**config.mk**
```make
export PLATFORM = sky130hd
export DESIGN_NAME = mis_alu_top
export DESIGN_NICKNAME = d
export VERILOG_FILES = /design/src/inc/mis_pkg.sv /design/src/hw/mis_dmem.sv /design/src/hw/mis_alu_top.sv
export SDC_FILE = /design/constraint.sdc
export NUM_CORES = 1
export LEC_CHECK = 0
export BUFFER_PORTS_ARGS = -buffer_cell sky130_fd_sc_hd__buf_2
export CAP_MARGIN = 20
export CORE_MARGIN = 8
export CORE_UTILIZATION = 58
export CTS_CLUSTER_SIZE = 8
export DETAILED_ROUTE_END_ITERATION = 16
export PLACE_DENSITY = 0.75
export SKIP_CTS_REPAIR_TIMING = 1
export SLEW_MARGIN = 20
export SYNTH_ARGS = -nofsm -noshare
export SYNTH_HDL_FRONTEND = slang
export SYNTH_HIERARCHICAL = 1
export SYNTH_SLANG_ARGS = --single-unit
```
**constraint.sdc**
```tcl
create_clock -name MCLK -period 7.1 [get_ports MCLK]
set_input_delay 0.71 -clock MCLK [delete_from_list [all_inputs] [get_ports MCLK]]
set_output_delay 0.71 -clock MCLK [all_outputs]
set_load 0.03 [all_outputs]
```
**src/inc/mis_pkg.sv**
```systemverilog
// constants, types and helpers for the instruction datapath slice
// ------------------------------------------------------------------
// What this block does
// - add-with-carry to working register: W+M+C into W, four flags.
// - add-with-carry to memory: W+M+C into M, four flags.
// - plain add M to W, no carry in, result in W, four flags.
// - add immediate to W, no carry in, result in W, four flags.
// - add W to M, no carry in, result in M, four flags.
// - AND of W with memory byte into W, only zero flag changes.
// - AND of W with immediate into W, only zero flag changes.
// - AND of memory byte with W written back to that memory byte.
// - call pushes next address (counter plus 1), loads target, no flags.
// - call takes two instruction cycles for the address load slot.
// - zeroing op writes 00 to the memory byte, flags untouched.
// - bit zeroing clears only selected bit of memory byte, no flags.
// - watchdog clear resets counter, sleep flag and expired flag, except that an expiry in the same cycle leaves the expired flag set.
// - invert op complements memory byte in place, updates only zero flag.
// ------------------------------------------------------------------
package mis_pkg;

   localparam int DW = 8;
   localparam int MAW = 6;
   localparam int PCW = 10;
   localparam int AW = 5;
   localparam int STK_N = 4;
   localparam int WDW = 16;

   // register byte offsets
   localparam logic [AW-1:0] OFS_CMD = 5'h00;
   localparam logic [AW-1:0] OFS_WREG = 5'h04;
   localparam logic [AW-1:0] OFS_STAT = 5'h08;
   localparam logic [AW-1:0] OFS_PC = 5'h0C;
   localparam logic [AW-1:0] OFS_MADDR = 5'h10;
   localparam logic [AW-1:0] OFS_MDATA = 5'h14;
   localparam logic [AW-1:0] OFS_DOG = 5'h18;
   localparam logic [AW-1:0] OFS_STACK = 5'h1C;

   // command word fields
   localparam int CMD_OP_LSB = 0;
   localparam int CMD_BIT_LSB = 4;
   localparam int CMD_ADDR_LSB = 8;
   localparam int CMD_IMM_LSB = 16;

   // status bit positions
   localparam int ST_C = 0;
   localparam int ST_HC = 1;
   localparam int ST_Z = 2;
   localparam int ST_SX = 3;
   localparam int ST_SLP = 4;
   localparam int ST_WDX = 5;
   localparam int ST_BUSY = 6;
   localparam int STK_CNT_LSB = 16;

   // reset values
   localparam logic [DW-1:0] WREG_RST = 8'h00;
   localparam logic [PCW-1:0] PC_RST = 10'h000;
   localparam logic [MAW-1:0] MADDR_RST = 6'h00;
   localparam int DOG_LIMIT_DEF = 65535;

   localparam logic [1:0] RESP_OKAY = 2'h0;
   localparam logic [1:0] RESP_SLVERR = 2'h2;

   typedef enum logic [3:0] {
      OP_NOP = 4'h0,
      OP_ADC = 4'h1,
      OP_ADC_MEM = 4'h2,
      OP_ADD = 4'h3,
      OP_ADDI = 4'h4,
      OP_ADD_MEM = 4'h5,
      OP_AND = 4'h6,
      OP_ANDI = 4'h7,
      OP_AND_MEM = 4'h8,
      OP_CALL = 4'h9,
      OP_CLRM = 4'hA,
      OP_CLRB = 4'hB,
      OP_CLRWDT = 4'hC,
      OP_INV = 4'hD
   } mis_op_t;

   typedef enum logic [1:0] {
      S_IDLE,
      S_FETCH,
      S_EXEC,
      S_CALL2
   } mis_state_t;

   // returns {signed excess, half carry, carry, sum[7:0]}
   function automatic logic [DW+2:0] mis_add8(input logic [DW-1:0] a,
                                              input logic [DW-1:0] b,
                                              input logic cin);
      logic [DW:0] full;
      logic [4:0] low;
      logic sx;
      full = {1'b0, a} + {1'b0, b} + {8'h00, cin};
      low = {1'b0, a[3:0]} + {1'b0, b[3:0]} + {4'h0, cin};
      sx = (a[7] == b[7]) && (full[7] != a[7]);
      return {sx, low[4], full[8], full[7:0]};
   endfunction

   function automatic logic [31:0] mis_merge(input logic [31:0] old,
                                             input logic [31:0] nw,
                                             input logic [3:0] strb);
      logic [31:0] r;
      r = old;
      for (int i = 0; i < 4; i++)
      begin
         if (strb[i])
         begin
            r[i*8 +: 8] = nw[i*8 +: 8];
         end
      end
      return r;
   endfunction

endpackage

```
**src/hw/mis_dmem.sv**
```systemverilog
// data memory: one write port, registered read port
`timescale 1ns/1ps
`default_nettype none
module mis_dmem
   import mis_pkg::*;
(
   input wire logic clk,
   input wire logic rst_n,
   input wire logic we,
   input wire logic [MAW-1:0] waddr,
   input wire logic [DW-1:0] wdata,
   input wire logic [MAW-1:0] raddr,
   output logic [DW-1:0] rdata_q
);

   logic [DW-1:0] mem [0:(1<<MAW)-1];

   // array holds no reset, contents are undefined until written
   always_ff @(posedge clk)
   begin
      if (we)
      begin
         mem[waddr] <= wdata;
      end
   end

   always_ff @(posedge clk or negedge rst_n)
   begin
      if (!rst_n)
      begin
         rdata_q <= 8'h00;
      end
      else
      begin
         rdata_q <= mem[raddr];
      end
   end

endmodule
`default_nettype wire

```
**src/hw/mis_alu_top.sv**
```systemverilog
// instruction datapath slice with AXI4-Lite register access
//
// The AXI4-Lite interface to the registers and the address map are this design's own decisions.
`timescale 1ns/1ps
`default_nettype none
module mis_alu_top
   import mis_pkg::*;
#(
   parameter int DOG_LIMIT = DOG_LIMIT_DEF
)
(
   input wire logic MCLK,
   input wire logic RST_N,
   input wire logic [AW-1:0] AWADDR,
   input wire logic AWVALID,
   output logic AWREADY,
   input wire logic [31:0] WDATA,
   input wire logic [3:0] WSTRB,
   input wire logic WVALID,
   output logic WREADY,
   output logic [1:0] BRESP,
   output logic BVALID,
   input wire logic BREADY,
   input wire logic [AW-1:0] ARADDR,
   input wire logic ARVALID,
   output logic ARREADY,
   output logic [31:0] RDATA,
   output logic [1:0] RRESP,
   output logic RVALID,
   input wire logic RREADY
);

   // ------------------------------------------------------------
   // reset release
   // ------------------------------------------------------------
   logic rs1_q;
   logic rs2_q;
   logic rst_n;

   always_ff @(posedge MCLK or negedge RST_N)
   begin
      if (!RST_N)
      begin
         rs1_q <= 1'b0;
         rs2_q <= 1'b0;
      end
      else
      begin
         rs1_q <= 1'b1;
         rs2_q <= rs1_q;
      end
   end

   assign rst_n = rs2_q;

   // ------------------------------------------------------------
   // state declarations
   // ------------------------------------------------------------
   mis_state_t state_q;
   mis_state_t state_d;
   mis_op_t op_q;
   logic [2:0] bit_q;
   logic [MAW-1:0] addr_q;
   logic [PCW-1:0] imm_q;
   logic [DW-1:0] wreg_q;
   logic c_q;
   logic hc_q;
   logic z_q;
   logic sx_q;
   logic slp_q;
   logic wdx_q;
   logic [PCW-1:0] pc_q;
   logic [PCW-1:0] stk_q [0:STK_N-1];
   logic [1:0] sp_q;
   logic [2:0] cnt_q;
   logic [MAW-1:0] maddr_q;
   logic [WDW-1:0] dog_q;
   logic [DW-1:0] mem_rdata;

   logic aw_full_q;
   logic [AW-1:0] aw_addr_q;
   logic w_full_q;
   logic [31:0] w_data_q;
   logic [3:0] w_strb_q;
   logic bvalid_q;
   logic [1:0] bresp_q;
   logic rvalid_q;
   logic [1:0] rresp_q;
   logic [31:0] rdata_q;
   logic rsel_mem_q;

   // ------------------------------------------------------------
   // bus decode
   // ------------------------------------------------------------
   wire idle = (state_q == S_IDLE);
   // no write while a read answer is pending or an instruction runs
   wire do_wr = aw_full_q & w_full_q & ~bvalid_q & ~rvalid_q & idle;
   wire [AW-1:0] wa = {aw_addr_q[AW-1:2], 2'b00};
   wire wr_cmd = do_wr & (wa == OFS_CMD);
   wire wr_wreg = do_wr & (wa == OFS_WREG);
   wire wr_stat = do_wr & (wa == OFS_STAT);
   wire wr_pc = do_wr & (wa == OFS_PC);
   wire wr_maddr = do_wr & (wa == OFS_MADDR);
   wire wr_mdata = do_wr & (wa == OFS_MDATA);
   wire wr_ok = wr_cmd | wr_wreg | wr_stat | wr_pc | wr_maddr | wr_mdata;
   wire [31:0] cmd_v = mis_merge(32'h0, w_data_q, w_strb_q);
   wire [31:0] wreg_v = mis_merge({24'h0, wreg_q}, w_data_q, w_strb_q);
   wire [31:0] stat_v = mis_merge({26'h0, slp_q, 1'b0, sx_q, z_q, hc_q, c_q},
                                  w_data_q, w_strb_q);
   wire [31:0] pc_v = mis_merge({22'h0, pc_q}, w_data_q, w_strb_q);
   wire [31:0] maddr_v = mis_merge({26'h0, maddr_q}, w_data_q, w_strb_q);
   wire [31:0] mdata_v = mis_merge(32'h0, w_data_q, w_strb_q);

   wire do_rd = ARVALID & ARREADY;
   wire [AW-1:0] ra = {ARADDR[AW-1:2], 2'b00};
   wire [1:0] top_idx = sp_q - 2'd1;
   wire [31:0] stat_word = {25'h0, ~idle, wdx_q, slp_q, sx_q, z_q, hc_q, c_q};
   wire [31:0] stk_word = {13'h0, cnt_q, 6'h0, stk_q[top_idx]};
   wire rd_known = (ra == OFS_CMD) | (ra == OFS_WREG) | (ra == OFS_STAT) |
                   (ra == OFS_PC) | (ra == OFS_MADDR) | (ra == OFS_MDATA) |
                   (ra == OFS_DOG) | (ra == OFS_STACK);
   wire [31:0] rd_word =
      (ra == OFS_CMD) ? {6'h0, imm_q, 2'h0, addr_q, 1'b0, bit_q, op_q} :
      (ra == OFS_WREG) ? {24'h0, wreg_q} :
      (ra == OFS_STAT) ? stat_word :
      (ra == OFS_PC) ? {22'h0, pc_q} :
      (ra == OFS_MADDR) ? {26'h0, maddr_q} :
      (ra == OFS_DOG) ? {16'h0, dog_q} :
      (ra == OFS_STACK) ? stk_word : 32'h0;

   assign AWREADY = ~aw_full_q;
   assign WREADY = ~w_full_q;
   assign BVALID = bvalid_q;
   assign BRESP = bresp_q;
   // reads wait while an instruction owns the memory port
   assign ARREADY = ~rvalid_q & idle;
   assign RVALID = rvalid_q;
   assign RRESP = rresp_q;
   assign RDATA = rsel_mem_q ? {24'h0, mem_rdata} : rdata_q;

   // ------------------------------------------------------------
   // AXI4-Lite channels
   // ------------------------------------------------------------
   always_ff @(posedge MCLK or negedge rst_n)
   begin
      if (!rst_n)
      begin
         aw_full_q <= 1'b0;
         aw_addr_q <= 5'h00;
         w_full_q <= 1'b0;
         w_data_q <= 32'h0;
         w_strb_q <= 4'h0;
         bvalid_q <= 1'b0;
         bresp_q <= RESP_OKAY;
      end
      else
      begin
         if (AWVALID & ~aw_full_q)
         begin
            aw_full_q <= 1'b1;
            aw_addr_q <= AWADDR;
         end
         else if (do_wr)
         begin
            aw_full_q <= 1'b0;
         end
         if (WVALID & ~w_full_q)
         begin
            w_full_q <= 1'b1;
            w_data_q <= WDATA;
            w_strb_q <= WSTRB;
         end
         else if (do_wr)
         begin
            w_full_q <= 1'b0;
         end
         if (do_wr)
         begin
            bvalid_q <= 1'b1;
            bresp_q <= wr_ok ? RESP_OKAY : RESP_SLVERR;
         end
         else if (BREADY)
         begin
            bvalid_q <= 1'b0;
         end
      end
   end

   always_ff @(posedge MCLK or negedge rst_n)
   begin
      if (!rst_n)
      begin
         rvalid_q <= 1'b0;
         rresp_q <= RESP_OKAY;
         rdata_q <= 32'h0;
         rsel_mem_q <= 1'b0;
      end
      else if (do_rd)
      begin
         rvalid_q <= 1'b1;
         rresp_q <= rd_known ? RESP_OKAY : RESP_SLVERR;
         rdata_q <= rd_word;
         rsel_mem_q <= (ra == OFS_MDATA);
      end
      else if (RREADY)
      begin
         rvalid_q <= 1'b0;
         rsel_mem_q <= 1'b0;
      end
   end

   // ------------------------------------------------------------
   // execution datapath
   // ------------------------------------------------------------
   wire exec = (state_q == S_EXEC);
   wire is_adc = (op_q == OP_ADC) | (op_q == OP_ADC_MEM);
   wire is_arith = is_adc | (op_q == OP_ADD) | (op_q == OP_ADDI) | (op_q == OP_ADD_MEM);
   wire is_and = (op_q == OP_AND) | (op_q == OP_ANDI) | (op_q == OP_AND_MEM);
   wire cin = is_adc & c_q;
   // immediate form takes the low byte of the command's immediate field
   wire [DW-1:0] opnd = ((op_q == OP_ADDI) | (op_q == OP_ANDI)) ?
                        imm_q[DW-1:0] : mem_rdata;
   wire [DW+2:0] sum = mis_add8(wreg_q, opnd, cin);
   wire [DW-1:0] sum8 = sum[DW-1:0];
   wire [DW-1:0] andr = wreg_q & opnd;
   wire [DW-1:0] inv = ~mem_rdata;
   wire [DW-1:0] bclr = mem_rdata & ~(8'h01 << bit_q);
   wire wreg_sum = (op_q == OP_ADC) | (op_q == OP_ADD) | (op_q == OP_ADDI);
   wire wreg_and = (op_q == OP_AND) | (op_q == OP_ANDI);
   wire dog_clr = exec & (op_q == OP_CLRWDT);

   logic mem_we_x;
   logic [DW-1:0] mem_wd_x;

   always_comb
   begin
      mem_we_x = 1'b1;
      mem_wd_x = 8'h00;
      unique case (op_q)
         OP_ADC_MEM: mem_wd_x = sum8;
         OP_ADD_MEM: mem_wd_x = sum8;
         OP_AND_MEM: mem_wd_x = andr;
         OP_CLRM: mem_wd_x = 8'h00;
         OP_CLRB: mem_wd_x = bclr;
         OP_INV: mem_wd_x = inv;
         default: mem_we_x = 1'b0;
      endcase
   end

   wire mem_we = (exec & mem_we_x) | wr_mdata;
   wire [MAW-1:0] mem_wa = exec ? addr_q : maddr_q;
   wire [DW-1:0] mem_wd = exec ? mem_wd_x : mdata_v[DW-1:0];
   // idle keeps the software address on the read port for data reads
   wire [MAW-1:0] mem_ra = idle ? maddr_q : addr_q;

   mis_dmem u_dmem (
      .clk(MCLK),
      .rst_n(rst_n),
      .we(mem_we),
      .waddr(mem_wa),
      .wdata(mem_wd),
      .raddr(mem_ra),
      .rdata_q(mem_rdata)
   );

   // ------------------------------------------------------------
   // sequencing
   // ------------------------------------------------------------
   always_comb
   begin
      state_d = state_q;
      unique case (state_q)
         S_IDLE: state_d = wr_cmd ? S_FETCH : S_IDLE;
         S_FETCH: state_d = S_EXEC;
         S_EXEC: state_d = (op_q == OP_CALL) ? S_CALL2 : S_IDLE;
         S_CALL2: state_d = S_IDLE;
      endcase
   end

   always_ff @(posedge MCLK or negedge rst_n)
   begin
      if (!rst_n)
      begin
         state_q <= S_IDLE;
         op_q <= OP_NOP;
         bit_q <= 3'h0;
         addr_q <= 6'h00;
         imm_q <= 10'h000;
         maddr_q <= MADDR_RST;
      end
      else
      begin
         state_q <= state_d;
         if (wr_cmd)
         begin
            // codes above the last op run as a no-op
            op_q <= (cmd_v[3:0] > OP_INV) ? OP_NOP : mis_op_t'(cmd_v[3:0]);
            bit_q <= cmd_v[CMD_BIT_LSB +: 3];
            addr_q <= cmd_v[CMD_ADDR_LSB +: MAW];
            imm_q <= cmd_v[CMD_IMM_LSB +: PCW];
         end
         if (wr_maddr)
         begin
            maddr_q <= maddr_v[MAW-1:0];
         end
      end
   end

   // ------------------------------------------------------------
   // working register and flags
   // ------------------------------------------------------------
   always_ff @(posedge MCLK or negedge rst_n)
   begin
      if (!rst_n)
      begin
         wreg_q <= WREG_RST;
         c_q <= 1'b0;
         hc_q <= 1'b0;
         z_q <= 1'b0;
         sx_q <= 1'b0;
      end
      else if (wr_wreg)
      begin
         wreg_q <= wreg_v[DW-1:0];
      end
      else if (wr_stat)
      begin
         c_q <= stat_v[ST_C];
         hc_q <= stat_v[ST_HC];
         z_q <= stat_v[ST_Z];
         sx_q <= stat_v[ST_SX];
      end
      else if (exec)
      begin
         if (wreg_sum)
         begin
            wreg_q <= sum8;
         end
         else if (wreg_and)
         begin
            wreg_q <= andr;
         end
         if (is_arith)
         begin
            sx_q <= sum[DW+2];
            hc_q <= sum[DW+1];
            c_q <= sum[DW];
            z_q <= (sum8 == 8'h00);
         end
         else if (is_and)
         begin
            z_q <= (andr == 8'h00);
         end
         else if (op_q == OP_INV)
         begin
            z_q <= (inv == 8'h00);
         end
      end
   end

   // ------------------------------------------------------------
   // watchdog counter and its flags
   // ------------------------------------------------------------
   wire dog_exp = (dog_q == DOG_LIMIT[WDW-1:0]);

   always_ff @(posedge MCLK or negedge rst_n)
   begin
      if (!rst_n)
      begin
         dog_q <= 16'h0000;
         wdx_q <= 1'b0;
         slp_q <= 1'b0;
      end
      else
      begin
         dog_q <= (dog_clr | dog_exp) ? 16'h0000 : dog_q + 16'h0001;
         // expiry wins over a clear landing in the same cycle
         wdx_q <= dog_exp | (wdx_q & ~dog_clr);
         if (wr_stat)
         begin
            slp_q <= stat_v[ST_SLP];
         end
         else if (dog_clr)
         begin
            slp_q <= 1'b0;
         end
      end
   end

   // ------------------------------------------------------------
   // program counter and return stack
   // ------------------------------------------------------------
   wire [PCW-1:0] pc_next = pc_q + 10'h001;

   // stack is circular: a fifth call overwrites the oldest entry
   always_ff @(posedge MCLK or negedge rst_n)
   begin
      if (!rst_n)
      begin
         pc_q <= PC_RST;
         sp_q <= 2'h0;
         cnt_q <= 3'h0;
         for (int i = 0; i < STK_N; i++)
         begin
            stk_q[i] <= PC_RST;
         end
      end
      else if (wr_pc)
      begin
         pc_q <= pc_v[PCW-1:0];
      end
      else if (exec & (op_q == OP_CALL))
      begin
         stk_q[sp_q] <= pc_next;
         sp_q <= sp_q + 2'd1;
         cnt_q <= (cnt_q == 3'd4) ? cnt_q : cnt_q + 3'd1;
      end
      else if (exec)
      begin
         pc_q <= pc_next;
      end
      else if (state_q == S_CALL2)
      begin
         pc_q <= imm_q;
      end
   end

endmodule
`default_nettype wire

```
# Word level (Yosys, flattened, before mapping)
# Memory sizes are Yosys's and may differ from the RTL's. A register that Yosys moved wholly into a read port is not among the register bits.
# Cells that the tools add are included.
[word_totals]
register_bits = 194
word_cells = 245
mem_count = 1
mem_bits_rw = 512
out_inout_bits = 41
[classes]
addsub = 9
muxes = 69
magnitude_cmp = 4
shifts = 1
reduce_logical = 30
n_bitwise = 58
n_eq_ne = 38
[memory_table]
columns = ["name", "words", "word_bits", "rd", "rd_ports_with_merged_regs", "write_ports", "line_no", "text"]
rows = [
  ["u_dmem.mem", 64, 8, 1, 1, 1, "mis_dmem.sv:16", "logic [DW-1:0] mem [0:(1<<MAW)-1];"],
]
[ops]
columns = ["operator", "count"]
rows = [
  ["19-bit two-way mux", 6],
  ["8-bit two-way mux", 10],
  ["10-bit two-way mux", 7],
  ["40-bit bitwise mux", 1],
  ["32-bit two-way mux", 1],
  ["8-bit one-hot mux with 4 select lines", 1],
  ["1-bit two-way mux", 28],
  ["26-bit two-way mux", 1],
  ["4-bit equality test, second input constant", 6],
  ["8-bit logical NOT", 3],
  ["1-bit bitwise OR", 24],
  ["3-bit equality test, second input constant", 7],
  ["10-bit binary-select mux with 2-bit select", 1],
  ["10-bit demux with 2-bit select", 1],
  ["1-bit bitwise AND", 19],
  ["6-bit two-way mux", 3],
  ["16-bit by 1-bit adder with 16-bit output, second input constant", 1],
  ["8-bit bitwise AND", 2],
  ["16-bit equality test, second input constant", 1],
  ["4-bit by 3-bit equality test with 1-bit output, second input constant", 4],
  ["16-bit two-way mux", 1],
  ["8-bit NOT", 2],
  ["2-bit nonzero test", 8],
  ["3-bit by 2-bit equality test with 1-bit output, second input constant", 4],
  ["other kinds (37)", 67],
]

# Longest topological paths before layout
# Gate-level depths: netlist of run 1.
[depth]
ltp_word = 12
mapped_depth = 13
depth_no_buf = 12

# Cells and area by module
# The synthesis of run 1 kept the hierarchy.
[modules_own_cells]
columns = ["mod", "area_per_inst_um2", "seq_area_each_um2", "cells_per_inst", "instances"]
rows = [
  ["mis_dmem", 20211.9, 15574.9, 942, 1],
  ["mis_alu_top", 9943.3, 4554.4, 1058, 1],
]

# Worst setup path after synthesis of run 1
# OpenSTA, ideal clock, no wires.
[synth_path]
kind = "register to register"
from = "register op_q[2]"
to = "memory u_dmem.mem[0][7] (data pin)"
required_ps = 6398
synth_period_minus_slack_ps = 6268
path_buffers = 2
arrival_time_ps = 5567
path_stages_with_launch = 12
path_slack_ps = 832
cell_sequence = "dfrtp_1 clkbuf_1 inv_1 nor3_2 mux2_2 ha_1 clkbuf_1 or4_1 o21ai_0 xnor2_1 a221oi_1 o21ai_0"
[synth_via]
elab_chain_len = 7
elab_cells_between_ends = 18
classes_between = "2 x add/sub; 8 x eq/ne; 3 x mux; 4 x bitwise; 1 x reduce/logical"
[synth_rtl]
columns = ["element", "line_no", "text"]
rows = [
  ["from (decl)", "mis_alu_top.sv:61", "mis_op_t op_q;"],
  ["from (signal assigned)", "mis_alu_top.sv:297", "op_q <= (cmd_v[3:0] > OP_INV) ? OP_NOP : mis_op_t'(cmd_v[3:0]);"],
  ["4-bit by 3-bit equality test with 1-bit output", "mis_alu_top.sv:221", "wire [DW-1:0] opnd = ((op_q == OP_ADDI) | (op_q == OP_ANDI)) ?"],
  ["1-bit bitwise OR", "mis_alu_top.sv:221", ""],
  ["8-bit two-way mux", "mis_alu_top.sv:221", ""],
  ["8-bit by 8-bit adder with 9-bit output", "mis_pkg.sv:94", "full = {1'b0, a} + {1'b0, b} + {8'h00, cin};"],
  ["9-bit by 1-bit adder with 9-bit output", "mis_pkg.sv:94", ""],
  ["8-bit one-hot mux with 4 select lines (*)", "mis_alu_top.sv:239", "unique case (op_q)"],
  ["8-bit two-way mux (*)", "mis_alu_top.sv:252", "wire [DW-1:0] mem_wd = exec ? mem_wd_x : mdata_v[DW-1:0];"],
  ["named net mem_wd[7]", "mis_alu_top.sv:252", ""],
  ["to (decl)", "mis_dmem.sv:16", ""],
]
# Mark *: on every way through the listed nets, which the timed path passes. The rest lies on a longest branch.

# Worst setup path after layout of run 1
[layout_path]
from = "register op_q[2]"
to = "memory u_dmem.mem[10][7] (data pin)"
# Same word-level chain as after synthesis.

==> summary.md, run 1 <==
| Metric | Value |
|---|---|
| Pint | `0.00945 W` |
| Synthesized area per cell | `15.1 µm²` |
| CP Capture Point | `u_dmem/mem[10][7]$_DFFE_PP_` |
| Area share of the largest cell type after synthesis | `51.0%` |
| Status | `completed` |
| CP startpoint kind | `flop` |
| P_sw | `0.00500 W` |
| Latest clock arrival within the worst-skew pair | `0.66 ns` |
| Peak Freq | `0.202 GHz` |
| Width of the die | `244 µm` |
| Area contributors post-synth | `edfxtp_1 51%, dfrtp_1 16%, mux4_2 10%` |
| Initial antenna violation count | `3` |
| Worst Hold Class | `in2reg` |
| Reg2reg path depth | `10` |
| Vias in the first global route | `18,365` |
| Worst reg2reg endpoint | `u_dmem/mem[10][7]$_DFFE_PP_` |
| Synthesis Warnings | `6` |
| Floorplan die area | `59,500 µm²` |
| Final setup fails | `0` |
| Place WS | `2.27 ns` |
| Worst EP required | `7.54 ns` |
| Switching Share | `34.6%` |
| Cell variety after synth | `73` |
| CTS tree | `built` |
| Grt ovf | `0` |
| Worst slew slack as a fraction of its limit | `34.9%` |
| Fin crit period | `4.96 ns` |
| Flop2flop setup slack | `2.14 ns` |
| Ys flop type | `edfxtp_1` |
| Root buffer cell | `clkbuf_16` |
| Total GRT Usage | `25.1%` |
| Tcrit/Tclk final | `69.8%` |
| Share of post-route cells with drive strength above 1 | `20.9%` |
| Largest net degree at the start of global routing | `78` |
| DRT Pass-1 Iters | `6` |
| Most common library cell in the layout ignoring fill and taps | `edfxtp_1` |
| # nets final | `2,147` |
| Clock Pin Slew Worst Setup and Hold Paths | `0.05 ns` |
| Total number of vias | `18,242` |
| Sequential group share of total power | `39.9%` |
| TritonCTS buffer count | `97` |
| I/O pins | `94` |
| Worst setup margin | `2.14 ns` |
| Port-buffer cells | `73` |
| Number of routed nets with antenna violations | `0` |
| ANT cells | `0` |
| Register area share after synthesis | `66.8%` |
| Clock skew | `0.0483 ns` |
| Residual DRC count | `0` |
| Pleak | `11.9 nW` |
| Post-synth top area cell | `edfxtp_1` |
| Hold violation count in the final report | `0` |
| Max cap viols | `0` |
| Power Density | `427 nW/µm²` |
| P&R area growth vs syn | `12.1%` |
| WP data arrival | `5.39 ns` |
| Fill cells | `3,517` |
| Slew Limit Fails | `0` |
| Setup TNS | `0 ns` |
| Starting density of the core | `58.7%` |
| CTS sink count | `702` |
| FFs w/ async S/R, synth | `27.1%` |
| First-pass GRT wire length | `114 mm` |
| Post-Route WL | `74.6 mm` |
| Most frequent cells in the layout | `512 x edfxtp_1, 218 x nand2_1, 189 x dfrtp_1, 140 x nor2_1, 139 x mux4_2` |
| FF+latch count, synth | `702` |
| Worst Setup End Kind | `flop` |
| Max IR drop VDD | `0.334 mV` |
| RSZ-0062 raised after global routing | `false` |
| Worst setup path class | `reg2reg` |
| Core area | `51,400 µm²` |
| Rows | `83` |
| Clock H-tree levels | `3` |
| Cell Area, Synth | `30,200 µm²` |
| Clk network pwr share | `29.2%` |
| Power share of the combinational group | `30.9%` |
| Die H | `244 µm` |
| Vias per Instance | `6.51` |
| Worst Path Max Fanout | `33` |
| Iteration-0 DRC Markers | `2,110` |
| Crit Reg-Reg Startpoint | `op_q[2]$_DFFE_PN0P_` |
| Worst Setup SP | `op_q[2]$_DFFE_PN0P_` |
| GPL Wtd Cong | `0.916` |
| Drt wl/cell | `26.6 µm` |
| Post-Syn Instances | `2,000` |
| Dpl hpwl | `46.6 mm` |
| Slew @ Worst Pin | `0.964 ns` |
| Post-synth EDFFs | `512` |
| Clock tree buffer depth | `3` |
==> through the flow <==
stage | instances | hold slack, ns | instance area [µm²] | total power, W | utilization, %
global route | 2802 | 0.283 | 33800 | 0.0150 | 65.8
detailed placement | 2656 | 0.344 | 31000 | 0.0102 | 60.4
CTS | 2801 | -0.177 | 33800 | 0.0145 | 65.7
finish | 2802 | 0.246 | 33800 | 0.0145 | 65.8
floorplan | 2007 | 0.331 | 30200 | 0.00883 | -
global placement | 2656 | 0.340 | 31000 | 0.0101 | 60.4
==> worst max-delay path: stages (launching register included) <==
cell and delay [ns]:
dfrtp_1 0.64, inv_1 0.17, nor3_2 0.60, mux2_2 0.41, ha_1 0.29, or4_1 0.61
o21ai_0 0.36, xnor2_1 0.25, a221oi_1 0.18, o21ai_4 0.75, buf_4 0.44
==> sequential cells by signal (all words and copies together), names as in the netlist, 3 cells and up <==
| register | cells |
|---|---|
| dog_q | 16 |
| u_dmem/rdata_q | 8 |
| addr_q | 6 |
| maddr_q | 6 |
| bit_q | 3 |
| w_strb_q | 4 |
| aw_addr_q | 3 |
| op_q | 4 |
| w_data_q | 24 |
| stk_q | 40 |
| rdata_q | 26 |
| u_dmem/mem | 512 |
| cnt_q | 3 |
| wreg_q | 8 |
| pc_q | 10 |
| imm_q | 10 |
==> metal layers <==
| layer | vias up | wire (µm) | track usage (%) |
|---|---|---|---|
| met5 | - | 13 | 0 |
| met1 | 9314 | 29700 | 34.8 |
| met2 | 970 | 35300 | 39.0 |
| met4 | 2 | 2790 | 10.7 |
| met3 | 173 | 6760 | 4.73 |
| li1 | 7783 | - | - |
==> how the worst min path moves through the flow <==
stage	slack, ns	from	end	cells past startpoint
6_report	0.25	RREADY	RVALID$_DFFE_PN0P_	2
5_1_grt	0.28	WVALID	w_full_q$_DFFE_PN0P_	2
4_1_cts	-0.18	RST_N	rs2_q$_DFF_PN0_	1
3_5_place_dp	0.34	rs1_q$_DFF_PN0_	rs2_q$_DFF_PN0_	0
3_3_place_gp	0.34	rs1_q$_DFF_PN0_	rs2_q$_DFF_PN0_	0
2_1_floorplan	0.33	rs1_q$_DFF_PN0_	rs2_q$_DFF_PN0_	0
==> synth_stat cells, types with 4 or more instances <==
cell,count
nand2b_1,10
a21o_1,9
and3_1,9
o22ai_1,11
nor4_1,5
o211ai_1,7
xor2_1,14
buf_1,7
mux4_2,139
buf_4,22
ha_1,16
nor2b_1,42
a21oi_1,41
a31oi_1,4
nand3b_1,6
nand3_1,40
nor2_1,140
dfrtp_1,190
o31ai_1,4
a22oi_1,13
xnor2_1,15
buf_2,20
nor3_1,19
nand4_1,10
edfxtp_1,512
o21a_1,6
buf_6,8
mux2_2,77
clkbuf_1,68
nand2_1,218
a221oi_1,10
a211oi_1,20
mux2i_1,37
inv_1,27
or3_1,5
o221ai_1,11
o21ai_1,11
and2_1,4
o21ai_0,130
==> power groups by stage <==
stage,Sequential (W),Combinational (W),Clock [W]
finish,0.00577,0.00446,0.00422
global route,0.00579,0.00475,0.00446
CTS,0.00574,0.00446,0.00427
detailed placement,0.00581,0.00442,0
global placement,0.00580,0.00429,0
floorplan,0.00555,0.00328,0
==> area by class of cell <==
cell class / instances / area, µm² / share of cell area, %
Clock buffer: 140 / 2640 / 7.81
Sequential cell: 702 / 20100 / 59.6
Multi-Input combinational cell: 1151 / 9410 / 27.8
Inverter: 27 / 101 / 0.300
Tap cell: 680 / 851 / 2.52
Timing Repair Buffer: 97 / 561 / 1.66
Clock inverter: 5 / 109 / 0.322
==> logic make-up (layout without fill, tap and decap cells) <==
| kind of cell | count (synthesis) | after routing | share of synthesized area (%) |
|---|---|---|---|
| muxes | 253 | 253 | 14.5 |
| and+or+nand+nor | 527 | 527 | 7.95 |
| AOI/OAI and AO/OA | 315 | 315 | 6.56 |
| other | 2 | 9 | 0.0249 |
| xor gates and xnor gates | 29 | 29 | 0.842 |
| adders and majority gates | 18 | 18 | 0.797 |
| buffers and inverters | 154 | 269 | 2.58 |
| DFF | 702 | 702 | 66.8 |
No activity file was read; power rests on OpenSTA's default activity.
==> inputs of run 2 (changes only) <==
--- a/config.mk
+++ b/config.mk
@@ -8,10 +8,10 @@
 export BUFFER_PORTS_ARGS = -buffer_cell sky130_fd_sc_hd__buf_2
 export CAP_MARGIN = 20
 export CORE_MARGIN = 8
-export CORE_UTILIZATION = 58
+export CORE_UTILIZATION = 56
 export CTS_CLUSTER_SIZE = 8
 export DETAILED_ROUTE_END_ITERATION = 16
-export PLACE_DENSITY = 0.75
+export PLACE_DENSITY = 0.76
 export SKIP_CTS_REPAIR_TIMING = 1
 export SLEW_MARGIN = 20
 export SYNTH_ARGS = -nofsm -noshare
==> constraint.sdc (replaced) <==
create_clock -name MCLK -period 4.4 [get_ports MCLK]
set_input_delay 0.44 -clock MCLK [delete_from_list [all_inputs] [get_ports MCLK]]
set_output_delay 0.44 -clock MCLK [all_outputs]
set_load 0.03 [all_outputs]
==> run 2 against run 1 <==
  * Via count rose by 1.5%
  * Count of clock-buffer cells in the layout fell by 14
  * Worst hold slack lost 0.21 ns
  * Non-clock buffer count grew 63
  * Utilization shrank 1.5 points
  * Sequential cell count did not move
  * Power grew 63%
  * Register-to-register slack got worse by 1.8 ns
  * Critical path depth decreased by 3
==> summary.md, run 2 (synthesized netlist as in run 1, its figures left out) <==
| Metric | Value |
|---|---|
| Floorplan die area | `61,500 µm²` |
| CP startpoint kind | `flop` |
| ANT cells | `0` |
| Dpl hpwl | `47.2 mm` |
| Worst Hold Class | `in2reg` |
| Latest clock arrival within the worst-skew pair | `0.64 ns` |
| Vias per Instance | `6.45` |
| Initial antenna violation count | `0` |
| Setup TNS | `0 ns` |
| CP delay by family, top | `simple AND/OR/NAND/NOR gates` |
| DRT Pass-1 Iters | `5` |
| Core area | `53,500 µm²` |
| Crit-path most repeated cell | `nor2_1` |
| First-pass GRT wire length | `115 mm` |
| P&R area growth vs syn | `13.9%` |
| Worst slew slack as a fraction of its limit | `35.3%` |
| WP data arrival | `4.26 ns` |
| Clock tree buffer depth | `3` |
| Number of routed nets with antenna violations | `0` |
| Worst EP required | `4.65 ns` |
| Drt wl/cell | `26.4 µm` |
| Starting density of the core | `56.4%` |
| Vias in the first global route | `18,716` |
| Max FFs per register | `512` |
| Worst Path Max Fanout | `12` |
| Worst path slowest cell | `nor2_1` |
| Max cap viols | `0` |
| Rows | `85` |
| Clock skew | `0.0244 ns` |
| GPL Wtd Cong | `0.915` |
| Hold violation count in the final report | `0` |
| Largest registers | `u_dmem/mem: 512 flops, stk_q: 40 flops, rdata_q: 26 flops` |
| Clock Pin Slew Worst Setup and Hold Paths | `0.05 ns` |
| Most frequent cells in the layout | `512 x edfxtp_1, 218 x nand2_1, 189 x dfrtp_1, 140 x nor2_1, 139 x mux4_2` |
| Fin crit period | `4.01 ns` |
| Bufs and invs on worst path | `0` |
| Residual DRC count | `0` |
| Most common library cell in the layout ignoring fill and taps | `edfxtp_1` |
| Pleak | `12.3 nW` |
| Post-Layout Cell Count | `2,869` |
| Place WS | `0.555 ns` |
| CTS tree | `built` |
| Total GRT Usage | `25.0%` |
| Port-buffer cells | `73` |
| TritonCTS buffer count | `98` |
| Final setup fails | `0` |
| Slew @ Worst Pin | `0.967 ns` |
| Clock H-tree levels | `3` |
| Worst setup path class | `reg2reg` |
| Max IR drop VDD | `0.434 mV` |
| Worst setup margin | `0.390 ns` |
| RSZ-0062 raised after global routing | `false` |
| Crit path largest cell delay | `0.85 ns` |
| Iteration-0 DRC Markers | `2,269` |
| I/O pins | `94` |
| Width of the die | `248 µm` |
| Largest net degree at the start of global routing | `88` |
| Tcrit/Tclk final | `91.1%` |
| Status | `completed` |
| Die H | `248 µm` |
| Largest Register | `u_dmem/mem` |
| Worst path cell trace | `or4_4 -> or2_1 -> nor2_1 -> a32o_1 -> nor2b_1 -> nand2_1 -> nor2_1` |
| WP depth | `7` |
| Power Density | `686 nW/µm²` |
| Final Total Pwr | `0.0236 W` |
| Hold WS | `0.0334 ns` |
| Placed insts | `2,734` |
| WHS Path Cells | `2` |
| Slew Limit Fails | `0` |
| Root buffer cell | `clkbuf_16` |
| Total number of vias | `18,512` |
| Post-Route WL | `75.8 mm` |
| CTS sink count | `702` |
| Peak Freq | `0.249 GHz` |
| Grt ovf | `0` |
| Worst Setup End Kind | `flop` |
| Reg2reg path depth | `7` |
| Share of post-route cells with drive strength above 1 | `23.3%` |
| # nets final | `2,211` |
## run 2: changes by cell type in the layout (fill, tap and decap cells not counted), sizes merged
| cell | previous run | this run |
|---|---|---|
| buf | 96 | 158 |
| bufinv | 0 | 1 |
| dlygate4sd3 | 1 | 2 |
| inv | 30 | 31 |
| clkbuf | 140 | 126 |
## run 2: cell type report
cell class,count,area [µm²]
Tap cell,696,871
Inverter,27,101
Multi-Input combinational cell,1151,9410
Fill cell,3616,19100
Clock buffer,126,2570
Timing Repair Buffer,160,1160
Sequential cell,702,20100
Clock inverter,7,111
## run 2: metrics by stage
stage	util [%]	area (µm²)
4_1_cts	64.2	34300
6_report	64.2	34400
3_3_place_gp	59.2	31700
5_1_grt	64.2	34400
2_1_floorplan	-	30200
3_5_place_dp	59.2	31700
## run 2: worst paths after layout
check	endpoint	slack (ns)	from
min reg2reg	w_data_q[1]$_DFFE_PN0P_	0.32	rs2_q$_DFF_PN0_
max	u_dmem/mem[24][0]$_DFFE_PP_	0.39	state_q[1]$_DFF_PN0_
max reg2reg	u_dmem/mem[24][0]$_DFFE_PP_	0.39	state_q[1]$_DFF_PN0_
min in group asynchronous	rs1_q$_DFF_PN0_	0.14	RST_N
max in group asynchronous	rsel_mem_q$_DFFE_PN0P_	2.91	rs2_q$_DFF_PN0_
min	BVALID$_DFFE_PN0P_	0.03	BREADY
## run 2: routing by layer
layer	routed length, µm	track usage (%)	vias to the layer above	share of wire, %
li1	-	-	7894	-
met1	28900	32.9	9333	38
met2	36100	39.1	1076	48
met3	7700	6.97	209	10
met4	3140	10.5	0	4.1
met5	0	0	-	0
## run 2: power breakdown
part | switching [W] | internal [W] | leakage (nW) | total [W]
clock network | 0.00264 | 0.00407 | 1.30 | 0.00671
logic | 0.00461 | 0.00298 | 3.80 | 0.00758
registers | 0.000896 | 0.00837 | 7.17 | 0.00927
